`config.mk`:
```
export PLATFORM = sky130hd
export DESIGN_NAME = dtc_timer_block
export DESIGN_NICKNAME = d
export VERILOG_FILES = /design/src/logic/dtc_timer_block.v
export VERILOG_INCLUDE_DIRS = /design/src /design/src/shared
export SDC_FILE = /design/constraint.sdc
export NUM_CORES = 1
export LEC_CHECK = 0
export ABC_AREA = 0
export BUFFER_PORTS_ARGS = -buffer_cell sky130_fd_sc_hd__buf_2
export CAP_MARGIN = 20
export CORE_ASPECT_RATIO = 0.6
export CORE_MARGIN = 2
export CORE_UTILIZATION = 45
export CTS_CLUSTER_SIZE = 8
export DETAILED_ROUTE_END_ITERATION = 10
export GPL_ROUTABILITY_DRIVEN = 0
export HOLD_SLACK_MARGIN = 0.12
export PLACE_DENSITY = 0.67
export SLEW_MARGIN = 20
export SYNTH_ARGS = -nofsm -noshare
export SYNTH_HDL_FRONTEND = slang
export SYNTH_SLANG_ARGS = --single-unit
```
`constraint.sdc`:
```
create_clock -name sys_clk_i -period 2.74 [get_ports sys_clk_i]
set_clock_uncertainty 0.2 [all_clocks]
set_input_delay 0.137 -clock sys_clk_i [delete_from_list [all_inputs] [get_ports sys_clk_i]]
set_output_delay 0.137 -clock sys_clk_i [all_outputs]
set_load 0.005 [all_outputs]
```
`src/shared/dtc_defines.vh`:
```
// Register offsets, field positions and reset values of the dual timer.
// Assumes byte addresses on a 32-bit Avalon-MM slave, data in bits 7:0.
`ifndef DTC_DEFINES_VH
`define DTC_DEFINES_VH

// Byte offsets of the register words
`define DTC_ADDR_W          5
`define DTC_OFS_CTRL        5'h00
`define DTC_OFS_MODE        5'h04
`define DTC_OFS_T0_HI       5'h08
`define DTC_OFS_T0_LO       5'h0C
`define DTC_OFS_T1_HI       5'h10
`define DTC_OFS_T1_LO       5'h14
`define DTC_OFS_IRQ_STAT    5'h18
`define DTC_OFS_IRQ_MASK    5'h1C

// Event control register bit positions
`define DTC_CTRL_TF1        7
`define DTC_CTRL_TR1        6
`define DTC_CTRL_TF0        5
`define DTC_CTRL_TR0        4
`define DTC_CTRL_IE1        3
`define DTC_CTRL_IT1        2
`define DTC_CTRL_IE0        1
`define DTC_CTRL_IT0        0

// Mode register: per-timer nibble, timer 1 high, timer 0 low
`define DTC_MODE_GATE       3
`define DTC_MODE_CT         2
`define DTC_MODE_NIB        4

// Mode field encodings
`define DTC_M_PRESCALE      2'h0
`define DTC_M_FULL16        2'h1
`define DTC_M_RELOAD8       2'h2
`define DTC_M_STOP          2'h3

// Prescaler width (divide by 32)
`define DTC_PRE_W           5
`define DTC_PRE_MAX         5'h1F

// Event bit order in status, mask, ack and request vectors
`define DTC_EV_TF0          0
`define DTC_EV_IE0          1
`define DTC_EV_TF1          2
`define DTC_EV_IE1          3

// Reset values
`define DTC_RST_BYTE        8'h00
`define DTC_RST_EV          4'h0

`endif

```
`src/logic/dtc_timer_block.v`:
```
// Two 16-bit timer/counters with event control, mode register and irq.
// Assumes one 40 MHz clock; all pins are already synchronous to it.
//
// What this block does
// Overflow sets that timer's overflow flag
// Vector acknowledge clears timer overflow flag
// Run bit starts or stops each timer
// External interrupt 1 flags on both edges
// External flags set on edge, cleared on service
// Interrupt 1 type: edge or low level
// Interrupt 0 type: falling edge or low level
// Timer 0 split into readable/writable byte halves
// Timer 1 split into readable/writable byte halves
// Mode register holds timer 1 gate bit
// Mode register holds timer 0 gate bit
// Mode 00: 8-bit count after divide-by-32
// Mode 01: full 16-bit counter
// Mode 10: low byte reloads from high byte
// Two-bit mode field, 11 stops the timer
// Select bit: clock pulses or external events
// Gate: count only while interrupt pin high
// Flags raise interrupt requests to the processor
//
// Our own choices: the Avalon-MM register port and the register offsets.
`include "dtc_defines.vh"

module dtc_timer_block (
	input  wire                   sys_clk_i,       // System clock
	input  wire                   rst_i,           // Synchronous reset
	input  wire [`DTC_ADDR_W-1:0] address_i,       // Byte address
	input  wire                   read_i,          // Read request
	input  wire                   write_i,         // Write request
	input  wire [3:0]             byteenable_i,    // Byte lanes
	input  wire [31:0]            writedata_i,     // Write data
	output reg  [31:0]            readdata_o,      // Read data
	output reg                    waitrequest_o,   // Stall while high
	input  wire                   ext_irq_zero_i,  // External interrupt 0 pin
	input  wire                   ext_irq_one_i,   // External interrupt 1 pin
	input  wire                   count_zero_i,    // Timer 0 event input
	input  wire                   count_one_i,     // Timer 1 event input
	input  wire [3:0]             irq_ack_i,       // Vector acknowledge pulses
	output reg  [3:0]             irq_req_o,       // Requests to processor
	output reg                    irq_o            // Masked summary interrupt
);

	// Packed pin views, index equals timer or interrupt number
	wire [1:0] ext_pin;                  // Interrupt pins
	wire [1:0] cnt_pin;                  // Count inputs
	assign ext_pin = {ext_irq_one_i, ext_irq_zero_i};
	assign cnt_pin = {count_one_i, count_zero_i};

	// Software state
	reg  [1:0] timer_run;                // Run bits per timer
	wire [1:0] timer_ovf_flag;           // Overflow flags per timer
	wire [1:0] ext_irq_flag;             // External flags per pin
	reg  [1:0] ext_irq_type;             // 1 edge, 0 low level
	reg  [7:0] timer_operating_select;   // Mode register
	reg  [3:0] irq_status;               // Sticky event bits
	reg  [3:0] irq_mask;                 // Event enables

	// Previous pin samples for edge detection
	reg  [1:0] ext_prev;                 // Interrupt pins last cycle
	reg  [1:0] cnt_prev;                 // Count inputs last cycle

	// Bus decode
	// A write lands only on the edge where waitrequest is already low,
	// so each register sees exactly one update per accepted access.
	// Only byte lane 0 carries register data; other lanes are ignored,
	// and a write with lane 0 disabled changes nothing at all.
	// Unmapped offsets decode to no strobe and so are dropped quietly.
	wire       wr_go;                    // Write completing this edge
	wire       wr_lo;                    // Low byte lane enabled
	wire [7:0] wbyte;                    // Written byte
	assign wr_go = write_i & ~waitrequest_o;
	assign wr_lo = wr_go & byteenable_i[0];
	assign wbyte = writedata_i[7:0];

	wire       wr_ctrl;                  // Control register write
	wire       wr_mode;                  // Mode register write
	wire       wr_stat;                  // Status clear write
	wire       wr_mask;                  // Mask write
	wire [1:0] wr_hi;                    // High byte writes per timer
	wire [1:0] wr_lo_b;                  // Low byte writes per timer
	assign wr_ctrl    = wr_lo & (address_i == `DTC_OFS_CTRL);
	assign wr_mode    = wr_lo & (address_i == `DTC_OFS_MODE);
	assign wr_stat    = wr_lo & (address_i == `DTC_OFS_IRQ_STAT);
	assign wr_mask    = wr_lo & (address_i == `DTC_OFS_IRQ_MASK);
	assign wr_hi[0]   = wr_lo & (address_i == `DTC_OFS_T0_HI);
	assign wr_lo_b[0] = wr_lo & (address_i == `DTC_OFS_T0_LO);
	assign wr_hi[1]   = wr_lo & (address_i == `DTC_OFS_T1_HI);
	assign wr_lo_b[1] = wr_lo & (address_i == `DTC_OFS_T1_LO);

	// Edge and event terms
	wire [1:0] ext_fall;                 // Falling edge on interrupt pin
	wire [1:0] ext_any;                  // Any edge on interrupt pin
	wire [1:0] cnt_fall;                 // Falling edge on count input
	wire [1:0] ext_edge_sel;             // Edge that arms each flag
	wire [1:0] ext_set;                  // Flag set condition
	wire [1:0] ovf;                      // Overflow pulses per timer
	assign ext_fall = ext_prev & ~ext_pin;
	assign ext_any  = ext_prev ^ ext_pin;
	assign cnt_fall = cnt_prev & ~cnt_pin;
	assign ext_edge_sel[0] = ext_fall[0];
	assign ext_edge_sel[1] = ext_any[1];

	// Per-timer counters and per-pin flags
	// Each pass of the loop builds one timer and the flag of the pin
	// that shares its number, since that pin also gates the timer.
	// The flags live in their own per-pass registers and are joined
	// into the shared vectors by continuous assignment, so that every
	// bit has one driving process only.
	genvar g;
	generate
		for (g = 0; g < 2; g = g + 1)
		begin : tmr
			reg  [7:0] hi;               // Upper count byte / reload value
			reg  [7:0] lo;               // Lower count byte
			wire       gate;             // Gating control
			wire       ctsel;            // Counter/timer select
			wire [1:0] mode;             // Mode field
			wire       tick;             // One count step
			wire [8:0] lo_inc;           // Low byte plus one, with carry
			wire [8:0] hi_inc;           // High byte plus one, with carry
			wire [`DTC_PRE_W:0] pre_inc; // Prescaler plus one, with carry
			reg                 ovf_q;   // Overflow flag of this timer
			reg                 ext_q;   // External flag of this pin

			assign gate  = timer_operating_select[g*`DTC_MODE_NIB+`DTC_MODE_GATE];
			assign ctsel = timer_operating_select[g*`DTC_MODE_NIB+`DTC_MODE_CT];
			assign mode  = timer_operating_select[g*`DTC_MODE_NIB+1:g*`DTC_MODE_NIB];

			// Gated, selected count step; mode 11 never steps
			assign tick = timer_run[g]
				& (~gate | ext_pin[g])
				& (ctsel ? cnt_fall[g] : 1'b1)
				& (mode != `DTC_M_STOP);

			assign lo_inc  = {1'b0, lo} + 9'h001;
			assign hi_inc  = {1'b0, hi} + 9'h001;
			assign pre_inc = {1'b0, lo[`DTC_PRE_W-1:0]} + 6'h01;

			// Overflow point per mode
			assign ovf[g] = tick & (
				(mode == `DTC_M_PRESCALE) ? (pre_inc[`DTC_PRE_W] & hi_inc[8]) :
				(mode == `DTC_M_FULL16)   ? (lo_inc[8] & hi_inc[8]) :
				(mode == `DTC_M_RELOAD8)  ? lo_inc[8] : 1'b0);

			// High byte: bus write wins over counting
			always @(posedge sys_clk_i)
			begin
				if (rst_i)
					hi <= `DTC_RST_BYTE;
				else if (wr_hi[g])
					hi <= wbyte;
				else if (tick && mode == `DTC_M_PRESCALE && pre_inc[`DTC_PRE_W])
					hi <= hi_inc[7:0];
				else if (tick && mode == `DTC_M_FULL16 && lo_inc[8])
					hi <= hi_inc[7:0];
			end

			// Low byte: prescaler, low half, or reloading counter
			always @(posedge sys_clk_i)
			begin
				if (rst_i)
					lo <= `DTC_RST_BYTE;
				else if (wr_lo_b[g])
					lo <= wbyte;
				else if (tick)
				begin
					case (mode)
						`DTC_M_PRESCALE:
							// Only the five prescaler bits move
							lo <= {lo[7:`DTC_PRE_W], pre_inc[`DTC_PRE_W-1:0]};
						`DTC_M_FULL16:
							lo <= lo_inc[7:0];
						`DTC_M_RELOAD8:
							// Reload from the high byte on rollover
							lo <= lo_inc[8] ? hi : lo_inc[7:0];
						default:
							lo <= lo;
					endcase
				end
			end

			// Overflow flag: hardware set wins over ack and writes
			// An overflow in the same cycle as an acknowledge keeps the
			// flag up, so a second overflow is never lost to the service
			// of the first one.
			always @(posedge sys_clk_i)
			begin
				if (rst_i)
					ovf_q <= 1'b0;
				else if (ovf[g])
					ovf_q <= 1'b1;
				else if (irq_ack_i[g*2])
					ovf_q <= 1'b0;
				else if (wr_ctrl)
					ovf_q <= wbyte[`DTC_CTRL_TF0 + g*2];
			end

			// Flag bit into the shared vector
			assign timer_ovf_flag[g] = ovf_q;

			// External flag: edge mode latches, level mode follows pin low
			assign ext_set[g] = ext_irq_type[g] ? ext_edge_sel[g] : ~ext_pin[g];

			// In level mode the flag simply mirrors a low pin, so an
			// acknowledge cannot clear it while the pin stays low; the
			// source must release the line to drop the request.
			always @(posedge sys_clk_i)
			begin
				if (rst_i)
					ext_q <= 1'b0;
				else if (ext_set[g])
					ext_q <= 1'b1;
				else if (!ext_irq_type[g])
					ext_q <= 1'b0;
				else if (irq_ack_i[g*2+1])
					ext_q <= 1'b0;
				else if (wr_ctrl)
					ext_q <= wbyte[`DTC_CTRL_IE0 + g*2];
			end

			// Flag bit into the shared vector
			assign ext_irq_flag[g] = ext_q;
		end
	endgenerate

	// Run and type bits plus mode register, software owned
	always @(posedge sys_clk_i)
	begin
		if (rst_i)
		begin
			timer_run              <= 2'h0;
			ext_irq_type           <= 2'h0;
			timer_operating_select <= `DTC_RST_BYTE;
		end
		else
		begin
			if (wr_ctrl)
			begin
				timer_run    <= {wbyte[`DTC_CTRL_TR1], wbyte[`DTC_CTRL_TR0]};
				ext_irq_type <= {wbyte[`DTC_CTRL_IT1], wbyte[`DTC_CTRL_IT0]};
			end
			if (wr_mode)
				timer_operating_select <= wbyte;
		end
	end

	// Pin history for edge detection
	always @(posedge sys_clk_i)
	begin
		if (rst_i)
		begin
			ext_prev <= 2'h3;
			cnt_prev <= 2'h3;
		end
		else
		begin
			ext_prev <= ext_pin;
			cnt_prev <= cnt_pin;
		end
	end

	// Event pulses in status order
	wire [3:0] ev;                       // Events this cycle
	assign ev[`DTC_EV_TF0] = ovf[0];
	assign ev[`DTC_EV_IE0] = ext_set[0];
	assign ev[`DTC_EV_TF1] = ovf[1];
	assign ev[`DTC_EV_IE1] = ext_set[1];

	// Sticky status, write one to clear, set wins
	// The event term is ORed in after the clear, so an event arriving
	// in the very cycle software clears its bit leaves the bit set.
	// Level-mode pins raise their event bit on every cycle held low.
	always @(posedge sys_clk_i)
	begin
		if (rst_i)
			irq_status <= `DTC_RST_EV;
		else if (wr_stat)
			irq_status <= (irq_status & ~wbyte[3:0]) | ev;
		else
			irq_status <= irq_status | ev;
	end

	// Mask register
	always @(posedge sys_clk_i)
	begin
		if (rst_i)
			irq_mask <= `DTC_RST_EV;
		else if (wr_mask)
			irq_mask <= wbyte[3:0];
	end

	// Interrupt outputs from flops
	always @(posedge sys_clk_i)
	begin
		if (rst_i)
		begin
			irq_req_o <= `DTC_RST_EV;
			irq_o     <= 1'b0;
		end
		else
		begin
			// Per-source requests follow the flags
			irq_req_o[`DTC_EV_TF0] <= timer_ovf_flag[0];
			irq_req_o[`DTC_EV_IE0] <= ext_irq_flag[0];
			irq_req_o[`DTC_EV_TF1] <= timer_ovf_flag[1];
			irq_req_o[`DTC_EV_IE1] <= ext_irq_flag[1];
			irq_o <= |(irq_status & irq_mask);
		end
	end

	// Assembled event control byte
	wire [7:0] ctrl_view;                // Control register read value
	assign ctrl_view = {timer_ovf_flag[1], timer_run[1],
		timer_ovf_flag[0], timer_run[0],
		ext_irq_flag[1], ext_irq_type[1],
		ext_irq_flag[0], ext_irq_type[0]};

	// Read mux, unmapped addresses read zero
	// Counter bytes are read live; a 16-bit value read as two bytes
	// can tear if the low byte carries between the two accesses, so
	// software should stop the timer or re-read the high byte.
	reg  [7:0] rd_byte;                  // Selected register
	always @*
	begin
		case (address_i)
			`DTC_OFS_CTRL:     rd_byte = ctrl_view;
			`DTC_OFS_MODE:     rd_byte = timer_operating_select;
			`DTC_OFS_T0_HI:    rd_byte = tmr[0].hi;
			`DTC_OFS_T0_LO:    rd_byte = tmr[0].lo;
			`DTC_OFS_T1_HI:    rd_byte = tmr[1].hi;
			`DTC_OFS_T1_LO:    rd_byte = tmr[1].lo;
			`DTC_OFS_IRQ_STAT: rd_byte = {4'h0, irq_status};
			`DTC_OFS_IRQ_MASK: rd_byte = {4'h0, irq_mask};
			default:           rd_byte = 8'h00;
		endcase
	end

	// Avalon handshake: one wait state, then one ready cycle
	// waitrequest rests high, drops for one cycle after a request is
	// seen, then rises again; read data is captured in the wait cycle
	// and stands at the edge where the master samples waitrequest low.
	// Back-to-back accesses therefore take two edges each.
	always @(posedge sys_clk_i)
	begin
		if (rst_i)
		begin
			waitrequest_o <= 1'b1;
			readdata_o    <= 32'h00000000;
		end
		else if ((read_i | write_i) && waitrequest_o)
		begin
			// Accept on the next edge
			waitrequest_o <= 1'b0;
			readdata_o    <= {24'h000000, rd_byte};
		end
		else
			waitrequest_o <= 1'b1;
	end

endmodule

```
==> impl_metrics.json, run 1 <==
{
  "max_freq_mhz": 373,
  "fp.dieW_um": 134,
  "io_pins": 91,
  "fin_nets": 682,
  "synth-async-reset-ratio": 0,
  "yosysTopAreaCellShare": 0.326,
  "yosys_warnings": 0,
  "grt_pass1_wl_um": 22500,
  "worstPathArrival_ps": 2750,
  "num_vias": 4589,
  "worstMarginPinSlew_ps": 915,
  "synth_seq_cells": 74,
  "rows": 28,
  "start_util": 0.462,
  "post_drt_wl_per_cell_um": 19.1,
  "multi_input_area_um2": 2790,
  "cts_tree": "yes",
  "setup-tns-final_ps": 0,
  "cp-end-kind": "register",
  "ant_nets": 0,
  "syn2layout_area_growth_pct": 17.1,
  "path_max_fanout": 5,
  "clock_latency_ps": 340,
  "cts_sinks": 74,
  "cp-start-kind": "register",
  "cts_root_buf": "clkbuf_16",
  "nFillCells": 953,
  "regArea_um2": 1480,
  "htree_num_levels": 3,
  "min_path_type": "input port to register",
  "synthCells": 561,
  "synth-edff-count": 0,
  "p_sw_frac": 0.236,
  "synthTopCellsByArea": "dfxtp_1 (33%), nor2_1 (4.0%), buf_4 (4.0%)",
  "setup-violations-final": 0,
  "die_height_um": 81.9,
  "grt_max_degree": 68,
  "powerDensity_nw_per_um2": 459,
  "p_sw_uw": 577,
  "post_cts_buffers": 0,
  "n_antenna_cell": 0,
  "worstPathRequired_ps": 2810,
  "core_area_um2": 9840,
  "ys_types": 58,
  "power_frac_clock": 0.492,
  "synth_area_um2": 4550,
  "die_area_um2": 11000,
  "antenna_found_initial": 0,
  "hold_viol": 0,
  "drive_above_1_share": 0.129,
  "grt_overflow": 0,
  "grt_pass1_vias": 4072,
  "post-route-min-period_ps": 2680,
  "drv_cap": 0,
  "place.port_buffers": 39,
  "clkTransAtPathRegs_ps": 60,
  "relSlewSlack": 0.389,
  "drv_slew": 0,
  "combPwrFrac": 0.061,
  "cts_max_path_buffers": 2,
  "synth_area_per_cell_um2": 8.11,
  "grt_usage": 0.271,
  "synth_top_area_cell": "dfxtp_1",
  "numCtsBuffers": 9,
  "drt-initial-drc-count": 508,
  "drc": 0,
  "pwr-share-seq": 0.448,
  "rsz0062_at_grt": "false",
  "worst_hold_slack_ps": 181,
  "p_int_uw": 1870,
  "crit_type": "register to register",
  "synth_ff_type": "dfxtp_1",
  "hpwl_um": 10500,
  "post-route-util": 0.541,
  "post-route-period-util": 0.977,
  "yosysSeqAreaShare": 0.326,
  "dr.pass1.iters": 5,
  "routed_via_density": 6.07,
  "power_leakage_uw": 0.00206,
  "wl_um": 14400,
  "peakVddDrop_mv": 0.307,
  "outcome": "finished, final reports clean"
}
==> critical path, cell delays in order (launching register included) <==
cell and delay (ps):
dfxtp_1 410, inv_1 90, ha_1 240, o21bai_1 200, or3_1 330, a211o_1 380, o21a_1 130, dlygate4sd3_1 550
nor2_1 80
==> cells in the mapped netlist, drive strengths merged (5+ instances only) <==
cell     instances
nand2           35
and2             8
nand3           30
dfxtp           74
a2111oi         15
mux2i           12
nand4            9
nor2b           13
or2              5
a21o            11
o21ai           20
a21oi           31
xnor2           19
a211oi          24
and3            17
a31oi           11
clkbuf          25
inv             18
nor2            49
a22oi           21
nand2b           7
nor3            10
ha              12
o21bai           5
buf             28
or3              5
a211o            6
==> path summary, 6_finish.rpt <==
kind | startpoint | to | slack [ps] | depth (start not counted)
hold reg to reg | readdata_o[7] | readdata_o[7] | 250 | 1
setup reg to reg | timer_operating_select[4] | tmr[1].ovf_q | 60 | 8
hold / removal | address_i[4] | readdata_o[0] | 180 | 5
setup / recovery | timer_operating_select[4] | tmr[1].ovf_q | 60 | 8
==> logic make-up (layout without fill, tap and decap cells) <==
kind of cell	count (synthesis)	in the layout	share of synthesized area
xor+xnor	22	22	0.0424
other cells	1	24	0.000824
flops	74	74	0.326
simple gates	197	197	0.218
mux	14	14	0.0314
compound gates	170	170	0.269
fa+ha+maj	12	12	0.0330
buf+inv	71	108	0.0792
==> registers in the layout, summed over array words and instances (netlist names) <==
| signal | cells |
|---|---|
| cnt_prev | 2 |
| ext_irq_type | 2 |
| ext_prev | 2 |
| irq_mask | 4 |
| irq_o | 1 |
| irq_req_o | 4 |
| irq_status | 4 |
| readdata_o | 8 |
| timer_operating_select | 8 |
| timer_run | 2 |
| tmr.ext_q | 2 |
| tmr.hi | 16 |
| tmr.lo | 16 |
| tmr.ovf_q | 2 |
| waitrequest_o | 1 |
==> cell type report <==
type | instances | area share
Inverter | 18 | 0.0127
Tap cell | 135 | 0.0317
Clock inverter | 4 | 0.00987
Sequential cell | 74 | 0.278
Multi-Input combinational cell | 439 | 0.525
Clock buffer | 11 | 0.0456
Timing Repair Buffer | 75 | 0.0973
==> routing by layer <==
layer	vias to the layer above	share of wire	GRT usage	routed length, um
li1	2119	-	-	-
met1	2169	0.45	0.385	6550
met2	281	0.41	0.386	5860
met3	20	0.13	0.0963	1860
met5	-	0	0	0
met4	0	0.012	0.0691	170
==> power groups by stage <==
stage                     Sequential [uW]  Clock (uW)  Combinational, uW
final                                1090        1200                148
after global routing                 1100        1270                160
after CTS                            1090        1220                144
after detailed placement             1120           0                123
after global placement               1120           0                121
after floorplan                      1120           0               86.2
==> timing repair <==
item / 4_1_cts / 5_1_grt
endpoints found under the hold margin: 58 / 0
hold buffers: 21 / 0
gates resized for setup: 0 / 0
==> through the flow <==
step | instance area [um2] | setup slack (ps) | cells | total power (uW)
2_1_floorplan | 4640 | 530 | 584 | 1200
3_3_place_gp | 4820 | 328 | 720 | 1240
3_5_place_dp | 4820 | 278 | 720 | 1240
4_1_cts | 5330 | 113 | 756 | 2450
5_1_grt | 5330 | 4.89 | 756 | 2520
6_report | 5330 | 61.9 | 756 | 2450
==> placed cells by master, fill, tap and decap left out, types with 13 or more instances in the layout <==
cell and count:
buf_2 39, buf_4 15, inv_1 18, nand2_1 35, a21oi_1 31, and3_1 17
a22oi_1 21, conb_1 24, a211oi_1 23, dlygate4sd3_1 21, o21ai_0 20, nand3_1 30
dfxtp_1 74, nor2b_1 13, nor2_1 49, xnor2_1 19
(Power assumes the default switching activity.)
==> inputs of run 2 (changes only) <==
--- a/config.mk
+++ b/config.mk
@@ -12,11 +12,13 @@
 export CORE_ASPECT_RATIO = 0.6
 export CORE_MARGIN = 2
 export CORE_UTILIZATION = 45
+export CTS_BUF_LIST = sky130_fd_sc_hd__clkbuf_8 sky130_fd_sc_hd__clkbuf_16
 export CTS_CLUSTER_SIZE = 8
 export DETAILED_ROUTE_END_ITERATION = 10
 export GPL_ROUTABILITY_DRIVEN = 0
 export HOLD_SLACK_MARGIN = 0.12
 export PLACE_DENSITY = 0.67
+export REMOVE_ABC_BUFFERS = 1
 export SLEW_MARGIN = 20
 export SYNTH_ARGS = -nofsm -noshare
 export SYNTH_HDL_FRONTEND = slang
==> run 2 against run 1 <==
Flip-flop and latch count stayed put. Total power is 3.1% higher. Clock power is 7% higher. Critical path type unchanged. Critical path depth is 2 lower. Routed wire length is 1.4% lower. Largest power group unchanged. Largest cell class unchanged.
==> impl_metrics.json, run 2 (synthesis gave the netlist of run 1 again) <==
{
  "outcome": "finished, final reports clean",
  "grt_pass1_vias": 4133,
  "drive_above_1_share": 0.132,
  "p_sw_uw": 562,
  "clock_latency_ps": 340,
  "final_cell_mix": "dfxtp_1 (74), nor2_1 (49), buf_2 (39), nand2_1 (35), a21oi_1 (31)",
  "final_common_cell": "dfxtp_1",
  "die_height_um": 81.9,
  "nFillCells": 933,
  "cts_root_buf": "clkbuf_16",
  "rows": 28,
  "max_freq_mhz": 389,
  "cts_sinks": 74,
  "drv_cap": 0,
  "grt_overflow": 0,
  "min_path_type": "input port to register",
  "fin_nets": 683,
  "grt_usage": 0.273,
  "pwr-share-seq": 0.435,
  "place.port_buffers": 39,
  "peakVddDrop_mv": 0.336,
  "core_area_um2": 9840,
  "cp_cell_sequence": "ha_1, nand4_2, or3_1, a21oi_1, mux2i_1, a211oi_1",
  "clkTransAtPathRegs_ps": 60,
  "dr.pass1.iters": 6,
  "antenna_found_initial": 1,
  "setup-violations-final": 0,
  "cts_tree": "yes",
  "cts_max_path_buffers": 2,
  "cts_resized": 0,
  "p_int_uw": 1960,
  "relSlewSlack": 0.509,
  "worst_hold_slack_ps": 206,
  "r2r-start": "tmr[0].lo[0]",
  "hp-start": "address_i[4]",
  "hold_viol": 0,
  "drv_slew": 0,
  "setup-tns-final_ps": 0,
  "power_frac_clock": 0.506,
  "die_area_um2": 11000,
  "htree_num_levels": 3,
  "routed_via_density": 6.02,
  "drt-initial-drc-count": 691,
  "crit_path_max_incr_delay_ps": 560,
  "path_max_fanout": 7,
  "cp-start-kind": "register",
  "post_drt_wl_per_cell_um": 18.8,
  "n_antenna_cell": 0,
  "worstPathRequired_ps": 2730,
  "start_util": 0.462,
  "grt_max_degree": 69,
  "hpwl_um": 10500,
  "reg2reg_slack_ps": 170,
  "p_sw_frac": 0.223,
  "io_pins": 91,
  "combPwrFrac": 0.059,
  "crit_type": "register to register",
  "drc": 0,
  "post_dp_cell_area_um2": 4830,
  "rsz0062_at_grt": "false",
  "num_vias": 4554,
  "ant_nets": 0,
  "syn2layout_area_growth_pct": 17.7,
  "worstPathArrival_ps": 2560,
  "startpoint": "tmr[0].lo[0]",
  "post-route-min-period_ps": 2570,
  "numCtsBuffers": 9,
  "reg_top3": "tmr.hi x16, tmr.lo x16",
  "grt_pass1_wl_um": 22600,
  "cp-end-kind": "register",
  "power_leakage_uw": 0.00208,
  "powerDensity_nw_per_um2": 471,
  "worstMarginPinSlew_ps": 736,
  "finalInstanceArea_um2": 5360,
  "critPathSlowestCell": "or3_1",
  "post-route-period-util": 0.937,
  "fp.dieW_um": 134,
  "wl_um": 14200
}
run 2: worst max-delay path: cells and delay by family (launching register included):
family                     cells  cell delay, ps
and+or+nand+nor                2             780
AOI/OAI and AO/OA              2             450
DFF                            1             440
adders and majority gates      1             290
muxes                          1             260
run 2: path summary, 6_finish.rpt:
path,end,cells past startpoint
min,readdata_o[0],5
max,tmr[0].hi[1],6
max reg2reg,tmr[0].hi[1],6
min reg2reg,readdata_o[2],1
run 2: layout make-up:
class                      count  area, um2  area share
clock buffer                  10        239      0.0446
clock inverter                 5       78.8      0.0147
inverter                      18       67.6      0.0126
multi-input combinational    439       2790       0.522
tap                          135        169      0.0315
sequential                    74       1480       0.277
timing repair buffer          76        526      0.0981
run 2: power by group through the flow:
stage	registers [uW]	logic (uW)	clock network [uW]
3_5_place_dp	1120	123	0
2_1_floorplan	1120	45.5	0
4_1_cts	1090	146	1290
5_1_grt	1100	162	1340
6_report	1100	149	1280
3_3_place_gp	1120	121	0
run 2: what timing repair did:
action                    in CTS  in global routing
setup buffers                  0                  0
hold endpoints to repair      59                  0
hold buffers                  21                  0
run 2: through the flow:
step	setup WS, ps	power [uW]	instances	util
after floorplan	419	1160	531	-
after global placement	319	1240	721	0.490
after detailed placement	232	1240	721	0.490
after CTS	215	2530	757	0.544
after global routing	51.2	2590	757	0.544
final	172	2520	757	0.544
run 2: per-layer routing:
| layer | global-route usage | routed length, um | vias up | part of all wire |
|---|---|---|---|---|
| li1 | - | - | 2136 | - |
| met1 | 0.398 | 6850 | 2121 | 0.48 |
| met2 | 0.385 | 5470 | 273 | 0.38 |
| met3 | 0.0895 | 1750 | 22 | 0.12 |
| met4 | 0.0606 | 164 | 2 | 0.012 |
| met5 | 0 | 11 | - | 0.00077 |
==> inputs of run 3 (changes only) <==
--- a/config.mk
+++ b/config.mk
@@ -13,6 +13,7 @@
 export CORE_MARGIN = 2
 export CORE_UTILIZATION = 45
 export CTS_BUF_LIST = sky130_fd_sc_hd__clkbuf_8 sky130_fd_sc_hd__clkbuf_16
+export CTS_CLUSTER_DIAMETER = 80
 export CTS_CLUSTER_SIZE = 8
 export DETAILED_ROUTE_END_ITERATION = 10
 export GPL_ROUTABILITY_DRIVEN = 0
==> constraint.sdc (replaced) <==
create_clock -name sys_clk_i -period 2.45 [get_ports sys_clk_i]
set_clock_uncertainty 0.2 [all_clocks]
set_input_delay 0.1225 -clock sys_clk_i [delete_from_list [all_inputs] [get_ports sys_clk_i]]
set_output_delay 0.1225 -clock sys_clk_i [all_outputs]
set_load 0.005 [all_outputs]
==> run 3 against run 2 <==
Worst hold slack lost 23 ps. Register-to-register slack got worse by 50 ps. Core utilization up 1.4 points.
==> impl_metrics.json, run 3 (synthesis gave the netlist of run 1 again) <==
{
  "outcome": "finished, final reports clean",
  "die_area_um2": 11000,
  "path_max_fanout": 9,
  "drive_above_1_share": 0.166,
  "htree_num_levels": 3,
  "cts_max_path_buffers": 2,
  "numCtsBuffers": 9,
  "post_drt_wl_per_cell_um": 19.1,
  "core_area_um2": 9840,
  "grt_pass1_wl_um": 23100,
  "crit_path_max_incr_delay_ps": 420,
  "dr.pass1.iters": 7,
  "grt_max_degree": 69,
  "rr_worst_depth": 7,
  "drt-initial-drc-count": 688,
  "wl_um": 14700,
  "min_path_type": "input port to register",
  "stdcell_count": 768,
  "post-route-min-period_ps": 2330,
  "drv_cap": 0,
  "ant_nets": 0,
  "final_cell_mix": "dfxtp_1 (72), nor2_1 (49), buf_2 (39), nand2_1 (35), a21oi_1 (31)",
  "worst_hold_slack_ps": 182,
  "rows": 28,
  "final_common_cell": "dfxtp_1",
  "num_vias": 4719,
  "n_antenna_cell": 0,
  "syn2layout_area_growth_pct": 20.8,
  "holdPathEnd": "readdata_o[0]",
  "cp-start-kind": "register",
  "drv_slew": 0,
  "cts_tree": "yes",
  "post-route-period-util": 0.949,
  "crit_type": "register to register",
  "fin_nets": 693,
  "cts_root_buf": "clkbuf_16",
  "relSlewSlack": 0.498,
  "hold_viol": 0,
  "clkTransAtPathRegs_ps": 60,
  "reg2reg_slack_ps": 120,
  "cp_cell_sequence": "inv_1, ha_2, nor2_1, a2111oi_2, buf_4, nor3_1, a2111oi_1",
  "hpwl_um": 10800,
  "die_height_um": 81.9,
  "antenna_found_initial": 1,
  "grt_usage": 0.277,
  "hp-start": "address_i[4]",
  "worstHoldPathCells": 5,
  "io_pins": 91,
  "max_freq_mhz": 430,
  "fp.dieW_um": 134,
  "peakVddDrop_mv": 0.333,
  "powerDensity_nw_per_um2": 524,
  "grt_pass1_vias": 4237,
  "critPathSlowestCell": "a2111oi_1",
  "power_leakage_uw": 0.00214,
  "setup-violations-final": 0,
  "clock_latency_ps": 340,
  "routed_via_density": 6.14,
  "dp_cells": 734,
  "r2r-start": "timer_operating_select[0]",
  "start_util": 0.462,
  "grt_overflow": 0,
  "post_cts_buffers": 0,
  "worstMarginPinSlew_ps": 753,
  "worstPathRequired_ps": 2460,
  "worstPathArrival_ps": 2340,
  "drc": 0,
  "cp-end-kind": "register",
  "reg2reg_to": "tmr[0].lo[2]",
  "place.port_buffers": 39,
  "cts_sinks": 74,
  "reg_top3": "tmr.hi x16, tmr.lo x16"
}
run 3: final cells by class:
| type | instances | area (um2) |
|---|---|---|
| Multi-Input combinational cell | 439 | 2840 |
| Clock buffer | 12 | 267 |
| Tap cell | 135 | 169 |
| Timing Repair Buffer | 86 | 593 |
| Inverter | 18 | 67.6 |
| Fill cell | 919 | 4350 |
| Clock inverter | 4 | 72.6 |
| Sequential cell | 74 | 1480 |
run 3: how the worst max path moves through the flow:
stage	to	start	depth (start not counted)
after floorplan	tmr[0].lo[7]	address_i[1]	5
final	tmr[0].lo[2]	timer_operating_select[0]	7
after detailed placement	tmr[0].lo[7]	timer_operating_select[0]	8
after CTS	tmr[0].lo[2]	timer_operating_select[0]	7
after global routing	tmr[1].hi[5]	tmr[1].lo[4]	5
after global placement	tmr[0].lo[7]	timer_operating_select[0]	8
run 3: report_power, final:
| part | leakage [uW] | total (uW) | internal, uW | switching [uW] |
|---|---|---|---|---|
| logic | 0.00138 | 168 | 61.7 | 106 |
| clock network | 0.000165 | 1490 | 973 | 517 |
| registers | 0.000600 | 1220 | 1220 | 8.28 |
| total | 0.00214 | 2880 | 2250 | 632 |
run 3: critical path, delay by kind of cell (launching register included):
family	cells	cell delay, ps
adder cells (fa/ha/maj)	1	380
AO/OA/AOI/OAI	2	760
flip-flops	1	380
buffers and inverters	2	310
AND/OR/NAND/NOR	2	170
run 3: what timing repair did:
action,in CTS,in global routing
hold buffers,18,0
pin swaps,0,1
hold endpoints to repair,59,0
resized for setup,1,15
setup endpoints to repair,1,16
run 3: per-layer routing:
| metal | wire length (um) | track usage |
|---|---|---|
| met1 | 7170 | 0.417 |
| met2 | 5600 | 0.384 |
| met3 | 1660 | 0.0698 |
| met4 | 255 | 0.0777 |
| met5 | 13 | 0 |
run 3: metrics by stage:
step / setup TNS (ps) / total power, uW / cell area, um2 / setup slack (ps) / util
3_5_place_dp: -39.4 / 1390 / 4920 / -39.4 / 0.500
6_report: 0 / 2880 / 5500 / 124 / 0.558
4_1_cts: 0 / 2900 / 5450 / 1.71 / 0.554
3_3_place_gp: 0 / 1390 / 4920 / 5.77 / 0.500
2_1_floorplan: 0 / 1300 / 4340 / 144 / -
5_1_grt: -60.3 / 2980 / 5500 / -60.3 / 0.558
